$ cat config.mk
export PLATFORM = sky130hd
export DESIGN_NAME = cdz_clock_divisor
export DESIGN_NICKNAME = d
export VERILOG_FILES = /design/src/cdz_pkg.sv /design/src/cdz_div_enable.sv /design/src/cdz_clock_divisor.sv
export SDC_FILE = /design/constraint.sdc
export NUM_CORES = 1
export LEC_CHECK = 0
export ABC_AREA = 1
export BUFFER_PORTS_ARGS = -buffer_cell sky130_fd_sc_hd__buf_2
export CAP_MARGIN = 20
export CORE_MARGIN = 2
export CORE_UTILIZATION = 45
export CTS_BUF_LIST = sky130_fd_sc_hd__clkbuf_8 sky130_fd_sc_hd__clkbuf_16
export CTS_CLUSTER_SIZE = 10
export DETAILED_ROUTE_END_ITERATION = 8
export PLACE_DENSITY_LB_ADDON = 0.05
export SLEW_MARGIN = 20
export SYNTH_ARGS = -nofsm -noshare
export SYNTH_HDL_FRONTEND = slang
export SYNTH_HIERARCHICAL = 1
export SYNTH_SLANG_ARGS = --single-unit
$ cat constraint.sdc
create_clock -name clk -period 2.7 [get_ports clk]
set_input_delay 0.135 -clock clk [delete_from_list [all_inputs] [get_ports clk]]
set_output_delay 0.135 -clock clk [all_outputs]
set_load 0.005 [all_outputs]
$ cat src/cdz_pkg.sv
// clock divisor and doze control: shared constants
// assumes a plain register port and one 250 MHz system clock
package cdz_pkg;
  // ==========================================================
  // register map
  localparam logic [3:0] CDZ_ADDR_CTRL = 4'h0;
  localparam logic [3:0] CDZ_ADDR_STATUS = 4'h2;
  // ==========================================================
  // field positions
  localparam int CDZ_RECOVER_POS = 15;
  localparam int CDZ_DOZE_LSB = 12;
  localparam int CDZ_DOZE_EN_POS = 11;
  localparam int CDZ_RCPOST_LSB = 8;
  localparam int CDZ_POST_LSB = 6;
  localparam int CDZ_PRE_LSB = 0;
  // ==========================================================
  // reset value and special field codes
  localparam logic [15:0] CDZ_CTRL_RST = 16'h3040;
  localparam logic [2:0] CDZ_DOZE_ONE = 3'h0;
  localparam logic [1:0] CDZ_POST_RSVD = 2'h2;
  localparam logic [2:0] CDZ_RCPOST_MAX = 3'h7;
  localparam logic [7:0] CDZ_RCPOST_MAX_TERM = 8'hFF;
endpackage : cdz_pkg

$ cat src/cdz_div_enable.sv
// one-cycle enable divider for a power-of-two ratio
// assumes ratio minus one is given as a mask
`timescale 1ns/1ps
module cdz_div_enable
  import cdz_pkg::*;
(
  input wire logic clk,
  input wire logic rst,
  input wire logic [7:0] terminal,
  output logic tick
);
  logic [7:0] cnt_r;
  logic [7:0] cnt_nxt;
  always_comb
  begin
    // wrap on terminal; a smaller new ratio also wraps at once
    if (cnt_r >= terminal)
      cnt_nxt = 8'h00;
    else
      cnt_nxt = cnt_r + 8'h01;
  end
  always_ff @(posedge clk)
  begin
    if (rst)
      cnt_r <= 8'h00;
    else
      cnt_r <= cnt_nxt;
  end
  assign tick = (cnt_r >= terminal);
endmodule : cdz_div_enable

$ cat src/cdz_clock_divisor.sv
// clock divisor control register with doze enable generation
// assumes irq_event is a one-cycle pulse from the interrupt logic
//
// Implementation choices: the address-and-strobe port and the placing of the registers.
`timescale 1ns/1ps
module cdz_clock_divisor
  import cdz_pkg::*;
(
  input wire logic clk,
  input wire logic rst,
  input wire logic [3:0] addr,
  input wire logic [15:0] wdata,
  input wire logic wr,
  input wire logic rd,
  output logic [15:0] rdata,
  input wire logic irq_event,
  output logic cpu_tick,
  output logic rc_tick,
  output logic [1:0] pll_output_divider,
  output logic [4:0] pll_input_prescaler,
  output logic doze_active
);
  // ==========================================================
  // register fields
  logic recover_on_interrupt_r, recover_on_interrupt_nxt;
  logic [2:0] doze_ratio_r, doze_ratio_nxt;
  logic doze_enable_r, doze_enable_nxt;
  logic [2:0] fast_rc_postscaler_r, fast_rc_postscaler_nxt;
  logic [1:0] post_r, post_nxt;
  logic [4:0] pre_r, pre_nxt;
  logic [15:0] rdata_r, rdata_nxt;
  logic cpu_tick_r, rc_tick_r;
  logic wr_div;
  logic [15:0] reg_val;
  logic [7:0] cpu_term, rc_term;
  logic cpu_t, rc_t;

  assign wr_div = wr && (addr == CDZ_ADDR_CTRL);
  assign reg_val = {recover_on_interrupt_r, doze_ratio_r, doze_enable_r,
                    fast_rc_postscaler_r, post_r, 1'b0, pre_r};

  always_comb
  begin
    recover_on_interrupt_nxt = recover_on_interrupt_r;
    doze_ratio_nxt = doze_ratio_r;
    doze_enable_nxt = doze_enable_r;
    fast_rc_postscaler_nxt = fast_rc_postscaler_r;
    post_nxt = post_r;
    pre_nxt = pre_r;
    if (wr_div)
    begin
      recover_on_interrupt_nxt = wdata[CDZ_RECOVER_POS];
      if (!doze_enable_r)
        doze_ratio_nxt = wdata[CDZ_DOZE_LSB +: 3];
      // checked against the ratio held now, not the one being written
      if (doze_ratio_r == CDZ_DOZE_ONE && !doze_enable_r)
        doze_enable_nxt = 1'b0;
      else
        doze_enable_nxt = wdata[CDZ_DOZE_EN_POS];
      fast_rc_postscaler_nxt = wdata[CDZ_RCPOST_LSB +: 3];
      // reserved code is stored but never reaches the pll
      post_nxt = wdata[CDZ_POST_LSB +: 2];
      pre_nxt = wdata[CDZ_PRE_LSB +: 5];
    end
    // the interrupt wins over a same-cycle software set
    if (irq_event && recover_on_interrupt_r)
      doze_enable_nxt = 1'b0;
  end

  // ==========================================================
  // only power-on reset reaches this register
  always_ff @(posedge clk)
  begin
    if (rst)
    begin
      recover_on_interrupt_r <= CDZ_CTRL_RST[CDZ_RECOVER_POS];
      doze_ratio_r <= CDZ_CTRL_RST[CDZ_DOZE_LSB +: 3];
      doze_enable_r <= CDZ_CTRL_RST[CDZ_DOZE_EN_POS];
      fast_rc_postscaler_r <= CDZ_CTRL_RST[CDZ_RCPOST_LSB +: 3];
      post_r <= CDZ_CTRL_RST[CDZ_POST_LSB +: 2];
      pre_r <= CDZ_CTRL_RST[CDZ_PRE_LSB +: 5];
    end
    else
    begin
      recover_on_interrupt_r <= recover_on_interrupt_nxt;
      doze_ratio_r <= doze_ratio_nxt;
      doze_enable_r <= doze_enable_nxt;
      fast_rc_postscaler_r <= fast_rc_postscaler_nxt;
      post_r <= post_nxt;
      pre_r <= pre_nxt;
    end
  end

  // ==========================================================
  // read port
  always_comb
  begin
    rdata_nxt = 16'h0000;
    if (rd && addr == CDZ_ADDR_CTRL)
      rdata_nxt = reg_val;
    else if (rd && addr == CDZ_ADDR_STATUS)
      rdata_nxt = {15'h0000, doze_enable_r};
  end
  always_ff @(posedge clk)
  begin
    if (rst)
      rdata_r <= 16'h0000;
    else
      rdata_r <= rdata_nxt;
  end

  // ==========================================================
  // dividers: ratio 2^n, so terminal is a mask of n ones, except rc code 7, which uses eight ones (ratio 256)
  always_comb
  begin
    if (doze_enable_r)
      cpu_term = 8'(({1'b0, 8'h01} << doze_ratio_r) - 9'h001);
    else
      cpu_term = 8'h00;
    if (fast_rc_postscaler_r == CDZ_RCPOST_MAX)
      rc_term = CDZ_RCPOST_MAX_TERM;
    else
      rc_term = 8'(({1'b0, 8'h01} << fast_rc_postscaler_r) - 9'h001);
  end

  cdz_div_enable u_cpu_div (
    .clk(clk),
    .rst(rst),
    .terminal(cpu_term),
    .tick(cpu_t)
  );
  cdz_div_enable u_rc_div (
    .clk(clk),
    .rst(rst),
    .terminal(rc_term),
    .tick(rc_t)
  );

  always_ff @(posedge clk)
  begin
    if (rst)
    begin
      cpu_tick_r <= 1'b0;
      rc_tick_r <= 1'b0;
      pll_output_divider <= CDZ_CTRL_RST[CDZ_POST_LSB +: 2];
      pll_input_prescaler <= 5'h00;
      doze_active <= 1'b0;
    end
    else
    begin
      cpu_tick_r <= cpu_t;
      rc_tick_r <= rc_t;
      // hold the last legal setting if software writes the reserved code
      if (post_r != CDZ_POST_RSVD)
        pll_output_divider <= post_r;
      pll_input_prescaler <= pre_r;
      doze_active <= doze_enable_r;
    end
  end
  assign cpu_tick = cpu_tick_r;
  assign rc_tick = rc_tick_r;
  assign rdata = rdata_r;
endmodule : cdz_clock_divisor

==> flow_metrics.py <==
metrics = {
    "routing": {
        "drc_errors": 0,
        "routed_wl_um": 4830,
        "dr.pass1.iters": 6,
        "drtAntennaViolNets": 0,
        "vias_per_cell": 4.57,
        "vias": 2153,
        "drtIter0Drc": 90,
        "post_drt_wl_per_cell_um": 10.3,
    },
    "setup_path": {
        "slowest_stage": "dfxtp_1",
        "path_class": "register to register",
        "crit_fanout": 8,
        "critPathTopFamily": "simple AND/OR/NAND/NOR gates",
        "reg2regPathDepth": 13,
        "crit_required_ns": 2.95,
        "critPathBufInv": 2,
        "slowest_delay_ns": 0.39,
        "cp_cell_sequence": "nor2_1 > nand2_1 > ha_1 > inv_1 > nor2_1 > o21ai_0 > inv_1 > ha_1 > nand2_1 > a21oi_1 > nor2_2 > nand4_4 > nor2_1",
        "cp-end-kind": "register",
        "path_common_cell": "nor2_1",
        "arrival_ns": 2.52,
        "crit_cells": 13,
        "start_kind": "register",
    },
    "sta": {
        "fmax_ghz": 0.441,
        "setup_slack_ns": 0.434,
        "slew_viol_final": 0,
        "finClkSkew_ns": 0.00810,
        "rsz0062_at_grt": "false",
        "fin_tns_setup_ns": 0,
        "fin_crit_sh": 0.839,
        "hold_violations": 0,
        "setup_viol": 0,
        "period_minus_slack_ns": 2.27,
        "hold_slack_ns": 0.0183,
    },
    "layout": {
        "layout_commonest_cell": "nand2_1",
        "fin_nets": 440,
        "layout-drive-gt1-share": 0.207,
        "diodes": 0,
        "utilization": 0.522,
        "fillers": 602,
        "layout_common_cells": "nand2_1, inv_1, dfxtp_1",
        "areaGrowthSynthToFinish_pct": 14.1,
    },
    "floorplanning": {
        "std_cell_rows": 28,
        "initial_utilization": 0.458,
        "coreArea_um2": 5850,
        "chipWidth_um": 81.2,
        "ios": 51,
        "die_h_um": 81.2,
        "design.die.area_um2": 6590,
    },
    "synthesis": {
        "yosys_warnings": 6,
        "syn_inst": 346,
        "netlist_area_um2": 2680,
        "synth-seq-cells": 56,
        "ys_types": 27,
        "ys_seq_area_frac": 0.418,
        "synth.avg_cell_area_um2": 7.74,
    },
    "pwr": {
        "max-vdd-ir-drop_mv": 0.210,
        "power_leakage_nw": 1.40,
        "power_density_nw_per_um2": 461,
        "p_total_mw": 1.41,
    },
    "clock_network": {
        "h-tree-depth": 2,
        "cts_buffer_depth": 2,
        "clock_latency_ns": 0.31,
        "clkTransAtPathRegs_ns": 0.10,
        "cts_tree": "built",
        "cts_resized": 0,
        "numCtsBuffers": 5,
        "clkSinkCount": 56,
        "postCtsSetupBuffers": 0,
        "cts_hold_buffers": 0,
        "cts_root_buffer": "clkbuf_8",
    },
    "worst_hold_path": {
        "hold_path_class": "input port to register",
        "hold_depth": 3,
    },
    "run": {
        "cap_violations": 0,
    },
    "global_route": {
        "antenna_found_initial": 0,
        "grt_pass1_vias": 1949,
        "overflow": 0,
        "grt_max_degree": 24,
        "grt_pass1_wl_um": 8420,
        "track_usage": 0.167,
    },
    "placed_design": {
        "dp_slack_ns": 0.429,
        "placement.io_buffers": 48,
        "gp_congestion": 0.836,
        "hpwl_um": 3670,
    },
    "run_status": {
        "status": "completed",
    },
}
## tightest hold or removal path, cell delays in order
cell     delay (ns)
buf_2          0.07
nand2_1        0.04
nand3_1        0.05
## state kept, by name (all words and copies together), names as in the netlist
register	count
doze_active	1
cpu_tick	1
doze_ratio_r	3
pll_input_prescaler	5
post_r	2
fast_rc_postscaler_r	3
recover_on_interrupt_r	1
u_cpu_div/cnt_r	8
pll_output_divider	2
pre_r	5
u_rc_div/cnt_r	8
rdata	15
rc_tick	1
doze_enable_r	1
## cells by family (layout without fill, tap and decap cells)
logic type | after synthesis | in the layout | share of synthesized area
other | 1 | 2 | 0.00140
buffers and inverters | 64 | 113 | 0.0981
and+or+nand+nor | 164 | 164 | 0.291
DFF | 56 | 56 | 0.418
adders and majority gates | 20 | 20 | 0.0934
AOI/OAI and AO/OA | 30 | 30 | 0.0617
xor gates and xnor gates | 11 | 11 | 0.0360
## through the flow
step | std cells | area [um2]
3_3_place_gp | 463 | 2970
2_1_floorplan | 347 | 2680
6_report | 471 | 3060
4_1_cts | 471 | 3060
5_1_grt | 471 | 3060
3_5_place_dp | 463 | 2970
## power breakdown
group / switching [mW] / total, mW / internal, mW
clock: 0.276 / 0.457 / 0.182
combinational: 0.0673 / 0.109 / 0.0417
sequential: 0.00746 / 0.844 / 0.836
## routing by layer
| layer | share of wire | routed length, um | GRT usage |
|---|---|---|---|
| met1 | 0.49 | 2350 | 0.211 |
| met4 | 0.014 | 67 | 0.0508 |
| met5 | 0 | 0 | 0 |
| met3 | 0.037 | 178 | 0.0411 |
| met2 | 0.46 | 2240 | 0.279 |
## layout make-up
cell class | instances | area, um2 | share of cell area
clock buffer | 5 | 68.8 | 0.0225
clock inverter | 3 | 20.0 | 0.00655
inverter | 57 | 214 | 0.0700
multi-input combinational | 227 | 1300 | 0.425
sequential | 56 | 1120 | 0.367
tap | 75 | 93.8 | 0.0307
timing repair buffer | 48 | 240 | 0.0786
## path summary, 6_finish.rpt
check	start	endpoint	slack [ns]
max	fast_rc_postscaler_r[2]$_SDFFE_PP0P_	u_rc_div/cnt_r[1]$_SDFF_PP0_	0.43
min	wdata[6]	post_r[0]$_SDFFE_PP1P_	0.02
max reg2reg	fast_rc_postscaler_r[2]$_SDFFE_PP0P_	u_rc_div/cnt_r[1]$_SDFF_PP0_	0.43
min reg2reg	pre_r[4]$_SDFFE_PP0P_	pll_input_prescaler[4]$_SDFF_PP0_	0.45
## synthesized netlist by cell type, drive strengths merged
cell / instances / share of area
inv: 57 / 0.080
conb: 1 / 0.0014
nor2: 63 / 0.11
nand3: 19 / 0.043
dfxtp: 56 / 0.42
a31oi: 1 / 0.0023
o21ai: 7 / 0.013
xor2: 3 / 0.0098
a211oi: 1 / 0.0028
o31ai: 1 / 0.0028
ha: 20 / 0.093
xnor2: 8 / 0.026
nor3: 2 / 0.0037
buf: 6 / 0.017
a21o: 2 / 0.0056
clkbuf: 1 / 0.0014
a21oi: 18 / 0.035
nand2: 73 / 0.10
nand4: 7 / 0.028
No activity file was read; power rests on OpenSTA's default activity.
